## src/fsv_consts.vh

```
`ifndef FSV_CONSTS_VH
`define FSV_CONSTS_VH
// Fault display codes
`define FSV_CODE_NONE 8'h00
`define FSV_CODE_EXTERNAL 8'h12
`define FSV_CODE_GUARD 8'h13
`define FSV_CODE_MAINS 8'h15
`define FSV_CODE_TEMP 8'h21
`define FSV_CODE_GATE 8'h30
`define FSV_CODE_THERM 8'h35
`define FSV_CODE_COMM 8'h60
`define FSV_CODE_UNDERV 16'h8888
// Function selector values
`define FSV_FN_ALARM_OUT 8'h05
`define FSV_FN_ACK_IN 8'h18
`define FSV_FN_RELAY_ALARM 8'h00
`define FSV_CLR_A 8'h00
`define FSV_CLR_B 8'h02
`define FSV_RST_RISE_STOP 8'h00
`define FSV_RST_FALL_STOP 8'h01
`define FSV_RST_RISE_ONLY 8'h02
// Register byte addresses
`define FSV_A_CTRL 12'h000
`define FSV_A_RESET_EDGE 12'h004
`define FSV_A_OUT1_FN 12'h008
`define FSV_A_OUT2_FN 12'h00c
`define FSV_A_RELAY_FN 12'h010
`define FSV_A_IN_FN_BASE 12'h014
`define FSV_A_HIST_CLEAR 12'h028
`define FSV_A_STATUS 12'h02c
`define FSV_A_COUNT 12'h030
`define FSV_A_REC_BASE 12'h040
`define FSV_REC_STRIDE 12'h020
// Reset values
`define FSV_RST_IN_FN 8'h00
`define FSV_HIST_CLR_IDLE 8'hff
// Timing
`define FSV_ALARM_DELAY_MS 300
`define FSV_MAINS_DELAY_S 40'd100
`define FSV_CLK_HZ 50000000
`endif

```

## src/fsv_fault_supervisor.v

```verilog
`timescale 1ns/1ps
`default_nettype none
`include "fsv_consts.vh"
// How it works
// RULE1: external-fault input raises code 12
// RULE2: guard active at power-up or dip: code 13; code raises it on a dip edge only, as clean is still zero while powerup is set
// RULE3: mains overvoltage raises 15 after 100 s; code never clears mains_cnt, so time adds up and later trips come at once
// RULE4: power section overtemperature raises code 21
// RULE5: gate array error: 30, inhibit at once
// RULE6: thermistor input raises code 35
// RULE7: serial timeout raises code 60
// RULE8: undervoltage shows 8888, output off immediately
// RULE9: three records readable newest first
// RULE10: new record enters newest, others shift
// RULE11: record holds count, code and snapshots
// RULE12: history clear on value 00 or 02
// RULE13: alarm-assigned outputs follow fault present
// RULE14: relay carries alarm by default, value 00
// RULE15: relay energised when healthy, drops on fault
// RULE16: output selector 05 assigns alarm
// RULE17: alarm output about 300 ms after fault
// RULE18: input selector 18 acknowledges; input 5 default
// RULE19: host pulses acknowledge under four seconds
// RULE20: stop key acknowledges while fault present
// RULE21: acknowledge while running makes motor coast
// RULE22: edge select 00 rise, 01 fall, 02 clear
// RULE23: any fault inhibits output until acknowledged
// RULE24: count increments per record, kept on acknowledge
module fsv_fault_supervisor #(
  parameter integer ALARM_CYCLES = `FSV_ALARM_DELAY_MS * (`FSV_CLK_HZ / 1000),
  parameter [39:0] MAINS_CYCLES = `FSV_MAINS_DELAY_S * `FSV_CLK_HZ,
  parameter integer NUM_IN = 5
) (
  input wire pclk,
  input wire presetn,
  input wire psel,
  input wire penable,
  input wire pwrite,
  input wire [11:0] paddr,
  input wire [31:0] pwdata,
  output reg [31:0] prdata,
  output reg pready,
  output reg pslverr,
  input wire [NUM_IN-1:0] digital_in,
  input wire supply_dip,
  input wire mains_over,
  input wire temp_over,
  input wire gate_comm_err,
  input wire comm_timeout,
  input wire undervoltage,
  input wire stop_key,
  input wire drive_running,
  input wire [15:0] out_freq,
  input wire [15:0] out_current,
  input wire [15:0] dc_link_volt,
  input wire [23:0] run_hours,
  input wire [23:0] power_hours,
  output reg output_inhibit,
  output reg motor_stop,
  output reg fault_present,
  output reg [15:0] display_code,
  output reg digital_out_one,
  output reg digital_out_two,
  output reg signalling_relay
);
  // ****************************************
  // Input synchronisers
  // ****************************************
  localparam integer NSYNC = NUM_IN + 9;
  wire [NSYNC-1:0] raw_in;
  reg [NSYNC-1:0] s1;
  reg [NSYNC-1:0] s2;
  reg [NSYNC-1:0] s3;
  reg [NSYNC-1:0] clean;
  assign raw_in = {stop_key, undervoltage, comm_timeout, gate_comm_err, temp_over,
                   mains_over, supply_dip, 2'b00, digital_in};
  always @(posedge pclk or negedge presetn)
  begin
    if (!presetn)
    begin
      s1 <= {NSYNC{1'b0}};
      s2 <= {NSYNC{1'b0}};
      s3 <= {NSYNC{1'b0}};
      clean <= {NSYNC{1'b0}};
    end
    else
    begin
      s1 <= raw_in;
      s2 <= s1;
      s3 <= s2;
      clean <= (s2 & s3) | (clean & (s2 | s3));
    end
  end
  wire k_dip = clean[NUM_IN+2];
  wire k_mains = clean[NUM_IN+3];
  wire k_temp = clean[NUM_IN+4];
  wire k_gate = clean[NUM_IN+5];
  wire k_comm = clean[NUM_IN+6];
  wire k_underv = clean[NUM_IN+7];
  wire k_stop = clean[NUM_IN+8];
  // ****************************************
  // Configuration registers
  // ****************************************
  reg [7:0] reset_edge_select;
  reg [7:0] output_one_function_select;
  reg [7:0] output_two_function_select;
  reg [7:0] relay_function_select;
  reg [7:0] history_clear_select;
  reg [7:0] in_fn [0:NUM_IN-1];
  reg [7:0] xfault_fn;
  reg [7:0] guard_fn;
  reg [7:0] therm_fn;
  wire wr = psel & penable & pwrite;
  // Input function codes for external fault, guard and thermistor
  // are held as NUM_IN-bit assignment masks in the control register.
  genvar gi;
  wire [NUM_IN-1:0] ack_sel;
  generate
    for (gi = 0; gi < NUM_IN; gi = gi + 1)
    begin : g_in
      always @(posedge pclk or negedge presetn)
      begin
        if (!presetn)
          in_fn[gi] <= (gi == NUM_IN-1) ? `FSV_FN_ACK_IN : `FSV_RST_IN_FN; // [RULE18]
        else if (wr && paddr == `FSV_A_IN_FN_BASE + gi * 4)
          in_fn[gi] <= pwdata[7:0];
      end
      assign ack_sel[gi] = (in_fn[gi] == `FSV_FN_ACK_IN) & clean[gi]; // [RULE18]
    end
  endgenerate
  wire [NUM_IN-1:0] xfault_hit = xfault_fn[NUM_IN-1:0] & clean[NUM_IN-1:0];
  wire [NUM_IN-1:0] guard_hit = guard_fn[NUM_IN-1:0] & clean[NUM_IN-1:0];
  wire [NUM_IN-1:0] th_hit = therm_fn[NUM_IN-1:0] & clean[NUM_IN-1:0];
  // ****************************************
  // Fault detection and acknowledge
  // ****************************************
  reg ack_lvl_d;
  reg stop_d;
  reg dip_d;
  reg powerup;
  reg [39:0] mains_cnt;
  reg [31:0] alarm_cnt;
  reg alarm_on;
  reg [7:0] fault_count;
  reg [7:0] rec_count [0:2];
  reg [7:0] rec_code [0:2];
  reg [15:0] rec_freq [0:2];
  reg [15:0] rec_cur [0:2];
  reg [15:0] rec_volt [0:2];
  reg [23:0] rec_run [0:2];
  reg [23:0] rec_pwr [0:2];
  wire ack_lvl = |ack_sel;
  wire ack_rise = ack_lvl & ~ack_lvl_d;
  wire ack_fall = ~ack_lvl & ack_lvl_d;
  reg in_ack;
  reg ack_stops;
  always @*
  begin
    in_ack = 1'b0;
    ack_stops = 1'b1;
    case (reset_edge_select)
      `FSV_RST_RISE_STOP: in_ack = ack_rise; // [RULE22]
      `FSV_RST_FALL_STOP: in_ack = ack_fall; // [RULE22]
      `FSV_RST_RISE_ONLY:
      begin
        in_ack = ack_rise; // [RULE22]
        ack_stops = 1'b0;
      end
      default: in_ack = ack_rise;
    endcase
  end
  wire key_ack = k_stop & ~stop_d & fault_present; // [RULE20]
  wire ack = (in_ack | key_ack) & fault_present;
  wire mains_trip = k_mains & (mains_cnt >= MAINS_CYCLES - 1); // [RULE3]
  reg [7:0] new_code;
  always @*
  begin
    new_code = `FSV_CODE_NONE;
    if (k_gate)
      new_code = `FSV_CODE_GATE; // [RULE5]
    else if (|guard_hit && (powerup || (k_dip && !dip_d)))
      new_code = `FSV_CODE_GUARD; // [RULE2]
    else if (mains_trip)
      new_code = `FSV_CODE_MAINS; // [RULE3]
    else if (k_temp)
      new_code = `FSV_CODE_TEMP; // [RULE4]
    else if (|th_hit)
      new_code = `FSV_CODE_THERM; // [RULE6]
    else if (|xfault_hit)
      new_code = `FSV_CODE_EXTERNAL; // [RULE1]
    else if (k_comm)
      new_code = `FSV_CODE_COMM; // [RULE7]
  end
  wire new_fault = (new_code != `FSV_CODE_NONE) & ~fault_present;
  wire hist_clr = wr && paddr == `FSV_A_HIST_CLEAR &&
                  (pwdata[7:0] == `FSV_CLR_A || pwdata[7:0] == `FSV_CLR_B); // [RULE12]
  integer i;
  always @(posedge pclk or negedge presetn)
  begin
    if (!presetn)
    begin
      ack_lvl_d <= 1'b0;
      stop_d <= 1'b0;
      dip_d <= 1'b0;
      powerup <= 1'b1;
      mains_cnt <= 40'h0;
      alarm_cnt <= 32'h0;
      alarm_on <= 1'b0;
      fault_present <= 1'b0;
      fault_count <= 8'h00;
      display_code <= 16'h0000;
      output_inhibit <= 1'b1;
      motor_stop <= 1'b0;
      digital_out_one <= 1'b0;
      digital_out_two <= 1'b0;
      signalling_relay <= 1'b0;
      for (i = 0; i < 3; i = i + 1)
      begin
        rec_count[i] <= 8'h00;
        rec_code[i] <= 8'h00;
        rec_freq[i] <= 16'h0000;
        rec_cur[i] <= 16'h0000;
        rec_volt[i] <= 16'h0000;
        rec_run[i] <= 24'h000000;
        rec_pwr[i] <= 24'h000000;
      end
    end
    else
    begin
      ack_lvl_d <= ack_lvl;
      stop_d <= k_stop;
      dip_d <= k_dip;
      powerup <= 1'b0;
      if (k_mains && mains_cnt < MAINS_CYCLES - 1)
        mains_cnt <= mains_cnt + 40'h1;
      if (new_fault)
      begin
        fault_present <= 1'b1; // [RULE23]
        fault_count <= fault_count + 8'h01; // [RULE24]
        display_code <= {8'h00, new_code};
        rec_count[0] <= fault_count + 8'h01; // [RULE11]
        rec_code[0] <= new_code;
        rec_freq[0] <= out_freq;
        rec_cur[0] <= out_current;
        rec_volt[0] <= dc_link_volt;
        rec_run[0] <= run_hours;
        rec_pwr[0] <= power_hours;
        for (i = 1; i < 3; i = i + 1)
        begin
          rec_count[i] <= rec_count[i-1]; // [RULE10]
          rec_code[i] <= rec_code[i-1];
          rec_freq[i] <= rec_freq[i-1];
          rec_cur[i] <= rec_cur[i-1];
          rec_volt[i] <= rec_volt[i-1];
          rec_run[i] <= rec_run[i-1];
          rec_pwr[i] <= rec_pwr[i-1];
        end
      end
      else if (ack)
      begin
        fault_present <= 1'b0; // [RULE24]
        display_code <= 16'h0000;
      end
      if (hist_clr && !new_fault)
      begin
        for (i = 0; i < 3; i = i + 1)
        begin
          rec_count[i] <= 8'h00; // [RULE12]
          rec_code[i] <= 8'h00;
          rec_freq[i] <= 16'h0000;
          rec_cur[i] <= 16'h0000;
          rec_volt[i] <= 16'h0000;
          rec_run[i] <= 24'h000000;
          rec_pwr[i] <= 24'h000000;
        end
      end
      if (k_underv && !fault_present && !new_fault)
        display_code <= `FSV_CODE_UNDERV; // [RULE8]
      else if (!k_underv && display_code == `FSV_CODE_UNDERV)
        display_code <= 16'h0000;
      // Inhibit follows faults, gate errors and undervoltage directly
      output_inhibit <= (fault_present & ~ack) | new_fault | k_gate | k_underv; // [RULE23] [RULE5] [RULE8]
      motor_stop <= (ack & ack_stops & drive_running) |
                    (motor_stop & drive_running); // [RULE21] [RULE22]
      if (!fault_present || ack)
      begin
        alarm_cnt <= 32'h0;
        alarm_on <= 1'b0;
      end
      else if (alarm_cnt < ALARM_CYCLES - 1)
        alarm_cnt <= alarm_cnt + 32'h1;
      else
        alarm_on <= 1'b1; // [RULE17]
      digital_out_one <= alarm_on & (output_one_function_select == `FSV_FN_ALARM_OUT); // [RULE13] [RULE16]
      digital_out_two <= alarm_on & (output_two_function_select == `FSV_FN_ALARM_OUT); // [RULE13] [RULE16]
      if (relay_function_select == `FSV_FN_RELAY_ALARM)
        signalling_relay <= ~powerup & ~alarm_on; // [RULE14] [RULE15]
      else
        signalling_relay <= 1'b0;
    end
  end
  // ****************************************
  // APB slave
  // ****************************************
  always @(posedge pclk or negedge presetn)
  begin
    if (!presetn)
    begin
      reset_edge_select <= `FSV_RST_RISE_STOP;
      output_one_function_select <= 8'h00;
      output_two_function_select <= 8'h00;
      relay_function_select <= `FSV_FN_RELAY_ALARM;
      history_clear_select <= `FSV_HIST_CLR_IDLE;
      xfault_fn <= 8'h00;
      guard_fn <= 8'h00;
      therm_fn <= 8'h00;
    end
    else if (wr)
    begin
      case (paddr)
        `FSV_A_CTRL:
        begin
          xfault_fn <= pwdata[7:0];
          guard_fn <= pwdata[15:8];
          therm_fn <= pwdata[23:16];
        end
        `FSV_A_RESET_EDGE: reset_edge_select <= pwdata[7:0];
        `FSV_A_OUT1_FN: output_one_function_select <= pwdata[7:0];
        `FSV_A_OUT2_FN: output_two_function_select <= pwdata[7:0];
        `FSV_A_RELAY_FN: relay_function_select <= pwdata[7:0];
        `FSV_A_HIST_CLEAR: history_clear_select <= pwdata[7:0];
        default: ;
      endcase
    end
  end
  reg [31:0] rd;
  reg rd_ok;
  reg [1:0] ri;
  reg [11:0] ro;
  always @*
  begin
    rd = 32'h0;
    rd_ok = 1'b1;
    ri = 2'd0;
    ro = 12'h000;
    if (paddr >= `FSV_A_REC_BASE && paddr < `FSV_A_REC_BASE + 3 * `FSV_REC_STRIDE)
    begin
      ro = paddr - `FSV_A_REC_BASE;
      ri = ro[6:5];
      case (ro[4:2])
        3'd0: rd = {rec_code[ri], 8'h00, 8'h00, rec_count[ri]}; // [RULE9]
        3'd1: rd = {rec_cur[ri], rec_freq[ri]};
        3'd2: rd = {16'h0000, rec_volt[ri]};
        3'd3: rd = {8'h00, rec_run[ri]};
        3'd4: rd = {8'h00, rec_pwr[ri]};
        default: rd = 32'h0;
      endcase
    end
    else
    begin
      case (paddr)
        `FSV_A_CTRL: rd = {8'h00, therm_fn, guard_fn, xfault_fn};
        `FSV_A_RESET_EDGE: rd = {24'h0, reset_edge_select};
        `FSV_A_OUT1_FN: rd = {24'h0, output_one_function_select};
        `FSV_A_OUT2_FN: rd = {24'h0, output_two_function_select};
        `FSV_A_RELAY_FN: rd = {24'h0, relay_function_select};
        `FSV_A_IN_FN_BASE: rd = {24'h0, in_fn[0]};
        `FSV_A_IN_FN_BASE + 12'h004: rd = {24'h0, in_fn[1]};
        `FSV_A_IN_FN_BASE + 12'h008: rd = {24'h0, in_fn[2]};
        `FSV_A_IN_FN_BASE + 12'h00c: rd = {24'h0, in_fn[3]};
        `FSV_A_IN_FN_BASE + 12'h010: rd = {24'h0, in_fn[4]};
        `FSV_A_HIST_CLEAR: rd = {24'h0, history_clear_select};
        `FSV_A_STATUS: rd = {13'h0, alarm_on, output_inhibit, fault_present, display_code};
        `FSV_A_COUNT: rd = {24'h0, fault_count};
        default: rd_ok = 1'b0;
      endcase
    end
  end
  always @(posedge pclk or negedge presetn)
  begin
    if (!presetn)
    begin
      prdata <= 32'h0;
      pready <= 1'b0;
      pslverr <= 1'b0;
    end
    else
    begin
      pready <= psel & ~penable;
      pslverr <= psel & ~penable & ~rd_ok;
      if (psel && !penable && !pwrite)
        prdata <= rd;
    end
  end
endmodule // fsv_fault_supervisor
`default_nettype wire

```

## config.mk

```make
export PLATFORM = sky130hd
export DESIGN_NAME = fsv_fault_supervisor
export DESIGN_NICKNAME = d
export VERILOG_FILES = /design/src/fsv_fault_supervisor.v
export VERILOG_INCLUDE_DIRS = /design/src
export SDC_FILE = /design/constraint.sdc
export NUM_CORES = 1
export LEC_CHECK = 0
export BUFFER_PORTS_ARGS = -buffer_cell sky130_fd_sc_hd__buf_2
export CORE_ASPECT_RATIO = 0.7
export CORE_MARGIN = 3
export CORE_UTILIZATION = 44
export DETAILED_ROUTE_END_ITERATION = 12
export PLACE_DENSITY = 0.61
export SLEW_MARGIN = 0
export SYNTH_ARGS = -nofsm -noshare
export SYNTH_HDL_FRONTEND = slang
export SYNTH_SLANG_ARGS = --single-unit
```

## constraint.sdc

```tcl
create_clock -name pclk -period 4.4 [get_ports pclk]
set_input_delay 0.88 -clock pclk [delete_from_list [all_inputs] [get_ports pclk]]
set_output_delay 0.88 -clock pclk [all_outputs]
set_load 0.005 [all_outputs]
```

==> results of run 1 <==
[synth_stat cells, types with 9 or more instances]
cell type,count
sky130_fd_sc_hd__a21oi_1,58
sky130_fd_sc_hd__a221oi_1,13
sky130_fd_sc_hd__a222oi_1,19
sky130_fd_sc_hd__a22o_1,21
sky130_fd_sc_hd__a22oi_1,33
sky130_fd_sc_hd__and2_1,9
sky130_fd_sc_hd__and3_1,21
sky130_fd_sc_hd__buf_1,41
sky130_fd_sc_hd__buf_2,35
sky130_fd_sc_hd__buf_4,9
sky130_fd_sc_hd__buf_6,20
sky130_fd_sc_hd__clkbuf_1,102
sky130_fd_sc_hd__dfrtp_1,602
sky130_fd_sc_hd__dfstp_2,12
sky130_fd_sc_hd__inv_1,20
sky130_fd_sc_hd__maj3_1,12
sky130_fd_sc_hd__mux2_2,108
sky130_fd_sc_hd__mux2i_1,110
sky130_fd_sc_hd__nand2_1,751
sky130_fd_sc_hd__nand3_1,360
sky130_fd_sc_hd__nand4_1,21
sky130_fd_sc_hd__nor2_1,105
sky130_fd_sc_hd__nor3_1,24
sky130_fd_sc_hd__nor4_1,14
sky130_fd_sc_hd__o21ai_0,69
sky130_fd_sc_hd__o221ai_1,12
sky130_fd_sc_hd__o22ai_1,43
sky130_fd_sc_hd__or3_1,12
sky130_fd_sc_hd__xnor2_1,48
sky130_fd_sc_hd__xor2_1,12
[worst max-delay path, stage by stage]
cell	delay, ps
sky130_fd_sc_hd__buf_2	400
sky130_fd_sc_hd__clkinv_1	460
sky130_fd_sc_hd__nand2_1	500
sky130_fd_sc_hd__nor2_1	280
sky130_fd_sc_hd__a222oi_1	700
sky130_fd_sc_hd__and4_1	310
sky130_fd_sc_hd__nor2_1	60
sky130_fd_sc_hd__a211o_1	290
[stage by stage]
| stage | power, mW | instance area [sq um] | util, % | std cells |
|---|---|---|---|---|
| 2_1_floorplan | 10.9 | 27900 | - | 2838 |
| 3_3_place_gp | 12.4 | 29800 | 48.1 | 3725 |
| 3_5_place_dp | 12.6 | 29800 | 48.1 | 3725 |
| 4_1_cts | 18.0 | 31900 | 51.3 | 3833 |
| 5_1_grt | 19.0 | 31900 | 51.3 | 3833 |
| 6_report | 17.9 | 31900 | 51.3 | 3835 |
[final timing paths]
check / cells past startpoint / endpoint / slack [ps] / start
min: 1 / alarm_cnt[11] / 160 / presetn
min reg2reg: 0 / s2[3] / 350 / s1[3]
max: 8 / prdata[1] / 1000 / paddr[4]
max in group asynchronous: 3 / rec_cur[44] / 3120 / presetn
min in group pclk: 0 / s2[3] / 350 / s1[3]
max reg2reg: 7 / rec_code[22] / 1060 / clean[0]
[final cells by class]
class	instances	area (sq um)
antenna	2	5.00
clock buffer	89	1730
clock inverter	19	290
fill	5587	30200
inverter	21	78.8
multi-input combinational	1996	11500
sequential	614	15400
tap	819	1020
timing repair buffer	275	1880
[flip-flops by register name, indices dropped and copies added (netlist names), 12 cells and up]
signal / count
rec_pwr: 72
rec_run: 72
rec_cur: 48
rec_freq: 48
rec_volt: 48
in_fn: 40
mains_cnt: 40
alarm_cnt: 32
prdata: 32
rec_count: 24
rec_code: 18
clean: 12
s1: 12
s2: 12
s3: 12
[kinds of logic after synthesis]
family                   count (synthesis)  synth area share, %
flip-flops                             614                 55.1
AO/OA/AOI/OAI                          313                 7.63
other                                    1               0.0134
AND/OR/NAND/NOR                       1375                 21.9
adder cells (fa/ha/maj)                 15                0.565
XOR/XNOR                                60                 1.88
buffers and inverters                  228                 3.88
multiplexers                           226                 8.95
[routing by layer]
layer / vias up / global-route usage (%) / routed length, microns
li1: 10100 / - / -
met1: 11200 / 37.1 / 38200
met2: 866 / 35.4 / 35300
met3: 112 / 5.83 / 7250
met4: 2 / 6.62 / 2020
met5: - / 0 / 13
[power breakdown]
| part | total, mW | internal [mW] | switching (mW) |
|---|---|---|---|
| clock network | 5.32 | 3.07 | 2.25 |
| registers | 8.31 | 7.08 | 1.22 |
| logic | 4.26 | 1.61 | 2.65 |
==> implementation parameters, run 1 <==
Parameter                              Value

Die
  Number of placed I/O pins ... 214
  Placeable core area ... 0.0621 sq mm
  Die span in x ... 307 microns
  Standard-cell rows ... 76
  Die Ht ... 217 microns
  Initial cell density of the core ... 44.9%
  Die area ... 0.0665 sq mm

Setup path
  Setup CP Type ... input pin to flip-flop
  CP Data Required Time ... 4910 ps
  Kind of start point of the critical path ... input pin
  Maximum fanout encountered on the critical timing path ... 14
  Worst setup EP type ... flip-flop
  Arrival time of the worst setup path ... 3900 ps

STA
  Maximum clock rate ... 0.294 GHz
  Final setup TNS ... 0 ps
  Least-Margin Pin Slew ... 1260 ps
  Remaining max-slew budget at the tightest pin ... 15.5%
  Hold Fails Final Rpt ... 0
  Setup repair after global routing missed its margin ... no
  Max-slew violation total from the final report ... 0
  Fin Hold WS ... 161 ps
  Worst setup skew after layout ... 18.3 ps
  Final setup violation count ... 0
  Final critical-path share of the clock period ... 77.2%
  Worst setup margin ... 1000 ps
  Fin crit period ... 3400 ps

Synthesis
  Number of warnings reported in the yosys synthesis log ... 0
  Proportion of netlist area held by the largest area contributor ... 54.0%
  Synth Register Bits ... 614
  Largest cells by area after synthesis ... sky130_fd_sc_hd__dfrtp_1, sky130_fd_sc_hd__nand2_1, sky130_fd_sc_hd__nand3_1
  Synthesized instance count ... 2832
  Mean instance size in the synthesized netlist ... 9.85 sq um
  Most frequently used flop master after synthesis ... sky130_fd_sc_hd__dfrtp_1
  Post-synthesis instance area ... 0.0279 sq mm
  Biggest area consumer among synthesized cells ... sky130_fd_sc_hd__dfrtp_1
  Async SR Flop Fraction ... 100%
  Unique masters post-synth ... 72
  Number of synthesized flops with an enable pin ... 0
  Portion of the post-synthesis area used by sequential elements ... 55.1%

Global route
  Overflow left after global routing ... 0
  Total Routing Usage GR ... 24.6%
  Number of global-route vias before repair ... 21.6k
  Number of antenna violations at the first check in global routing ... 2
  Pin count of the biggest net entering global routing ... 129
  Global-route wire length before repair ... 128 mm

Power and ir drop
  Pwr dens ... 561 mW/mm^2
  Leakage power total ... 15.6 nW
  Worst vdd rail ir drop ... 372 uV

Detailed routing
  Number of DRC markers in iteration 0 ... 2603
  Routed vias/inst ... 5.79
  Via Count ... 22.2k
  DR WL/cell ... 21.6 microns
  DRC violations left ... 0
  Number of iterations in the first detailed-routing pass ... 6
  Final antenna-violating net count ... 0
  Routed Wire Length ... 82.8 mm

Clock tree
  CTS Hold Buffers Added ... 0
  Clock root cell ... sky130_fd_sc_hd__clkbuf_16
  Clock edge transition at the registers on the reported setup and hold paths ... 70 ps
  Number of sinks handled by clock tree synthesis ... 614
  CTS tree ... done
  Maximum count of clock buffers along a single path ... 3
  # Post-CTS Setup Buffers ... 0
  Number of H-tree levels ... 2
  # resized after CTS ... 0
  CTS buffer count ... 60
  Clock latency reported for the late side of the worst-skew pair ... 630 ps

Final layout
  Most frequent cells in the layout ... sky130_fd_sc_hd__nand2_1, sky130_fd_sc_hd__dfrtp_1, sky130_fd_sc_hd__nand3_1, sky130_fd_sc_hd__buf_2, sky130_fd_sc_hd__mux2i_1
  Final Net Count ... 3129
  Area growth from synthesis to layout ... 14.3%
  Most common cell after layout, fill and taps aside ... sky130_fd_sc_hd__nand2_1
  Ratio of cells with drive above 1 in the final layout ... 17.2%

Placed design
  Port buffer count ... 199
  Final HPWL DP ... 57.1 mm
  Setup WS pre-CTS ... 550 ps
  RePlAce Congestion ... 0.892

Run status
  Result of the run ... completed

Job
  MaxCap Viol Count ... 0

Worst hold path
  Worst Hold Class ... input pin to asynchronous set/reset pin
(Power assumes the default switching activity.)
==> run 2: changes to the inputs <==
--- a/config.mk
+++ b/config.mk
@@ -6,12 +6,13 @@
 export SDC_FILE = /design/constraint.sdc
 export NUM_CORES = 1
 export LEC_CHECK = 0
+export ABC_AREA = 1
 export BUFFER_PORTS_ARGS = -buffer_cell sky130_fd_sc_hd__buf_2
 export CORE_ASPECT_RATIO = 0.7
 export CORE_MARGIN = 3
 export CORE_UTILIZATION = 44
 export DETAILED_ROUTE_END_ITERATION = 12
-export PLACE_DENSITY = 0.61
+export PLACE_DENSITY = 0.64
 export SLEW_MARGIN = 0
 export SYNTH_ARGS = -nofsm -noshare
 export SYNTH_HDL_FRONTEND = slang
==> constraint.sdc (replaced) <==
create_clock -name pclk -period 3.1 [get_ports pclk]
set_input_delay 0.62 -clock pclk [delete_from_list [all_inputs] [get_ports pclk]]
set_output_delay 0.62 -clock pclk [all_outputs]
set_load 0.005 [all_outputs]
==> implementation parameters, run 2 <==
Parameter                              Value

Run status
  Result of the run ... completed (unchanged)

Die
  Number of placed I/O pins ... 214 (unchanged)
  Die Ht ... 218 microns (was 217 microns)
  Placeable core area ... 0.0633 sq mm (was 0.0621 sq mm)
  Die area ... 0.0673 sq mm (was 0.0665 sq mm)
  Standard-cell rows ... 77 (was 76)
  Die span in x ... 309 microns (was 307 microns)
  Initial cell density of the core ... 44.6% (was 44.9%)

Clock tree
  Maximum count of clock buffers along a single path ... 3 (unchanged)
  Clock root cell ... sky130_fd_sc_hd__clkbuf_16 (unchanged)
  CTS tree ... done (unchanged)
  Clock latency reported for the late side of the worst-skew pair ... 630 ps (about the same)
  Number of H-tree levels ... 2 (unchanged)
  # Post-CTS Setup Buffers ... 0 (unchanged)
  CTS buffer count ... 59 (was 60)
  Number of sinks handled by clock tree synthesis ... 614 (unchanged)
  Clock edge transition at the registers on the reported setup and hold paths ... 70 ps (about the same)

Synthesis
  Proportion of netlist area held by the largest area contributor ... 53.4% (was 54.0%)
  Synth Register Bits ... 614 (unchanged)
  Number of warnings reported in the yosys synthesis log ... 0 (unchanged)
  Mean instance size in the synthesized netlist ... 8.34 sq um (was 9.85 sq um)
  List of most frequent post-synthesis cells ... sky130_fd_sc_hd__nand2_1, sky130_fd_sc_hd__dfrtp_1, sky130_fd_sc_hd__inv_1 (was sky130_fd_sc_hd__nand2_1, sky130_fd_sc_hd__dfrtp_1, sky130_fd_sc_hd__nand3_1)
  Biggest area consumer among synthesized cells ... sky130_fd_sc_hd__dfrtp_1 (unchanged)
  Most instantiated library cell after synthesis ... sky130_fd_sc_hd__nand2_1 (unchanged)
  Largest cells by area after synthesis ... sky130_fd_sc_hd__dfrtp_1, sky130_fd_sc_hd__nand2_1, sky130_fd_sc_hd__inv_1 (was sky130_fd_sc_hd__dfrtp_1, sky130_fd_sc_hd__nand2_1, sky130_fd_sc_hd__nand3_1)
  Most frequently used flop master after synthesis ... sky130_fd_sc_hd__dfrtp_1 (unchanged)
  Number of synthesized flops with an enable pin ... 0 (unchanged)
  Post-synthesis instance area ... 0.0282 sq mm (was 0.0279 sq mm)
  Async SR Flop Fraction ... 100% (unchanged)
  Unique masters post-synth ... 61 (was 72)
  Synthesized instance count ... 3383 (was 2832)
  Portion of the post-synthesis area used by sequential elements ... 54.5% (was 55.1%)

Final layout
  Number of fill cells in the layout ... 5981 (was 5587)
  Largest regs ... rec_pwr (72), rec_run (72) (unchanged)
  Area growth from synthesis to layout ... 14.8% (was 14.3%)
  Ratio of cells with drive above 1 in the final layout ... 12.4% (was 17.2%)
  Most common cell after layout, fill and taps aside ... sky130_fd_sc_hd__nand2_1 (unchanged)
  Post-route core utilization ... 51.2% (was 51.3%)
  Most frequent cells in the layout ... sky130_fd_sc_hd__nand2_1, sky130_fd_sc_hd__dfrtp_1, sky130_fd_sc_hd__inv_1, sky130_fd_sc_hd__o21ai_0, sky130_fd_sc_hd__nor2_1 (was sky130_fd_sc_hd__nand2_1, sky130_fd_sc_hd__dfrtp_1, sky130_fd_sc_hd__nand3_1, sky130_fd_sc_hd__buf_2, sky130_fd_sc_hd__mux2i_1)
  Count of placed standard cells in the final layout, fillers left out ... 4448 (was 3835)
  Final Net Count ... 3729 (was 3129)

Detailed routing
  Number of iterations in the first detailed-routing pass ... 5 (was 6)
  Via Count ... 23.5k (was 22.2k)
  Number of DRC markers in iteration 0 ... 2369 (was 2603)
  Final antenna-violating net count ... 0 (unchanged)
  Routed vias/inst ... 5.28 (was 5.79)
  Routed Wire Length ... 81.3 mm (was 82.8 mm)
  DR WL/cell ... 18.3 microns (was 21.6 microns)
  DRC violations left ... 0 (unchanged)

STA
  Fin crit period ... 2830 ps
  Max-slew violation total from the final report ... 0 (unchanged)
  Setup repair after global routing missed its margin ... no (unchanged)
  Final setup TNS ... 0 ps (unchanged)
  Final setup violation count ... 0 (unchanged)
  Least-Margin Pin Slew ... 839 ps (was 1260 ps)
  Maximum clock rate ... 0.353 GHz
  Final critical-path share of the clock period ... 91.3%
  Worst setup skew after layout ... 21.9 ps (was 18.3 ps)
  Fin Hold WS ... 98.9 ps (was 161 ps)
  Remaining max-slew budget at the tightest pin ... 44.1% (was 15.5%)
  Hold Fails Final Rpt ... 0 (unchanged)

Global route
  Number of antenna violations at the first check in global routing ... 9 (was 2)
  Total Routing Usage GR ... 24.2% (was 24.6%)
  Number of global-route vias before repair ... 22.1k (was 21.6k)
  Pin count of the biggest net entering global routing ... 117 (was 129)
  Overflow left after global routing ... 0 (unchanged)
  Global-route wire length before repair ... 128 mm (about the same)

Setup path
  Arrival time of the worst setup path ... 3340 ps (was 3900 ps)
  Worst setup EP type ... flip-flop (unchanged)
  CP Data Required Time ... 3610 ps (was 4910 ps)
  Kind of start point of the critical path ... flip-flop (was input pin)
  Maximum fanout encountered on the critical timing path ... 62 (was 14)
  Setup CP Type ... flip-flop to flip-flop (was input pin to flip-flop)

Placed design
  RePlAce Congestion ... 1.01 (was 0.892)
  Port buffer count ... 199 (unchanged)
  Final HPWL DP ... 56.7 mm (was 57.1 mm)
  Placed Cells ... 4335 (was 3725)

Power and ir drop
  Pwr dens ... 776 mW/mm^2 (was 561 mW/mm^2)
  Combinational power share ... 24.0% (was 23.8%)
  Leakage power total ... 15.8 nW (was 15.6 nW)
  Proportion of total power due to net switching ... 33.8% (was 34.3%)
  Fraction of power consumed by the clock network ... 30.7% (was 29.8%)
  Worst vdd rail ir drop ... 497 uV (was 372 uV)
  Reg power frac ... 45.3% (was 46.4%)
  Internal Power ... 16.6 mW (was 11.8 mW)
  Net switching power ... 8.51 mW (was 6.13 mW)

Job
  MaxCap Viol Count ... 0 (unchanged)

Worst hold path
  Worst Hold Class ... input pin to flip-flop (was input pin to asynchronous set/reset pin)
[run 2: changes by cell type after synthesis, moves of 44 or more]
cell,before,now
sky130_fd_sc_hd__inv_1,20,332
sky130_fd_sc_hd__nand3_1,360,54
sky130_fd_sc_hd__o22ai_1,43,100
sky130_fd_sc_hd__o21ai_1,1,143
sky130_fd_sc_hd__nand2_1,751,1074
sky130_fd_sc_hd__mux2i_1,110,15
sky130_fd_sc_hd__xnor2_1,48,4
sky130_fd_sc_hd__o21ai_0,69,244
sky130_fd_sc_hd__mux2_2,108,18
sky130_fd_sc_hd__nor2_1,105,237
sky130_fd_sc_hd__a21oi_1,58,108
[run 2: stage by stage]
| step | power, mW | setup WS [ps] | cell area, sq um |
|---|---|---|---|
| after global placement | 17.4 | 280 | 30300 |
| final | 25.1 | 270 | 32400 |
| after CTS | 25.3 | 338 | 32400 |
| after detailed placement | 17.5 | 226 | 30300 |
| after floorplan | 15.6 | 907 | 28200 |
| after global routing | 26.8 | 57.1 | 32400 |
[run 2: kinds of logic after synthesis]
family / count (synthesis) / synth area share, %
other: 1 / 0.0133
multiplexers: 33 / 1.25
adder cells (fa/ha/maj): 15 / 0.559
AO/OA/AOI/OAI: 663 / 12.9
AND/OR/NAND/NOR: 1500 / 21.5
XOR/XNOR: 38 / 1.18
buffers and inverters: 519 / 8.06
flip-flops: 614 / 54.5
[run 2: metal layers]
metal	wire [microns]	track usage [%]	up-vias
met5	74	0	-
met2	34800	35.2	781
li1	-	-	11300
met4	1740	6.08	12
met3	6650	5.35	113
met1	38100	36.5	11300
[run 2: path summary, 6_finish.rpt]
path | startpoint | end | slack [ps] | cells after the start
setup / recovery | clean[2] | rec_code[2] | 270 | 14
hold / removal | digital_in[4] | s1[4] | 100 | 1
setup reg to reg | clean[2] | rec_code[2] | 270 | 14
hold reg to reg | s1[11] | s2[11] | 340 | 0
max in group asynchronous | presetn | rec_pwr[4] | 1650 | 3
min in group asynchronous | presetn | guard_fn[1] | 550 | 2
[run 2: area by class of cell]
cell class	instances	area (sq um)	share of cell area [%]
Clock inverter	20	269	0.830
Inverter	346	1310	4.04
Clock buffer	89	1800	5.56
Tap cell	829	1040	3.20
Sequential cell	614	15400	47.5
Timing Repair Buffer	291	2010	6.19
Multi-Input combinational cell	2256	10600	32.7
Antenna cell	3	7.51	0.0232
[run 2: what timing repair did]
action,in CTS,in global routing
hold endpoints to repair,49,0
endpoints found under the setup margin,0,0
hold buffers,1,0
gates resized for setup,0,0
[run 2: power groups by stage]
stage	clock, mW	sequential (mW)	combinational [mW]
final	7.71	11.4	6.03
after floorplan	0	11.1	4.54
after global placement	0	11.5	5.91
after global routing	8.18	11.6	6.95
after CTS	7.85	11.4	6.08
after detailed placement	0	11.5	6.05
[run 2: worst max-delay path: stages, from the launching register on]
cell and delay, ps:
sky130_fd_sc_hd__dfrtp_1 520, sky130_fd_sc_hd__nand2_1 120, sky130_fd_sc_hd__nand3_1 70, sky130_fd_sc_hd__nor2_1 390
sky130_fd_sc_hd__nor2_1 190, sky130_fd_sc_hd__nor2_1 190, sky130_fd_sc_hd__inv_1 60, sky130_fd_sc_hd__nor2_1 150
sky130_fd_sc_hd__nand4_2 140, sky130_fd_sc_hd__nand2_4 210, sky130_fd_sc_hd__inv_8 60, sky130_fd_sc_hd__buf_12 180
sky130_fd_sc_hd__buf_4 240, sky130_fd_sc_hd__nand2_1 90, sky130_fd_sc_hd__o21ai_1 60
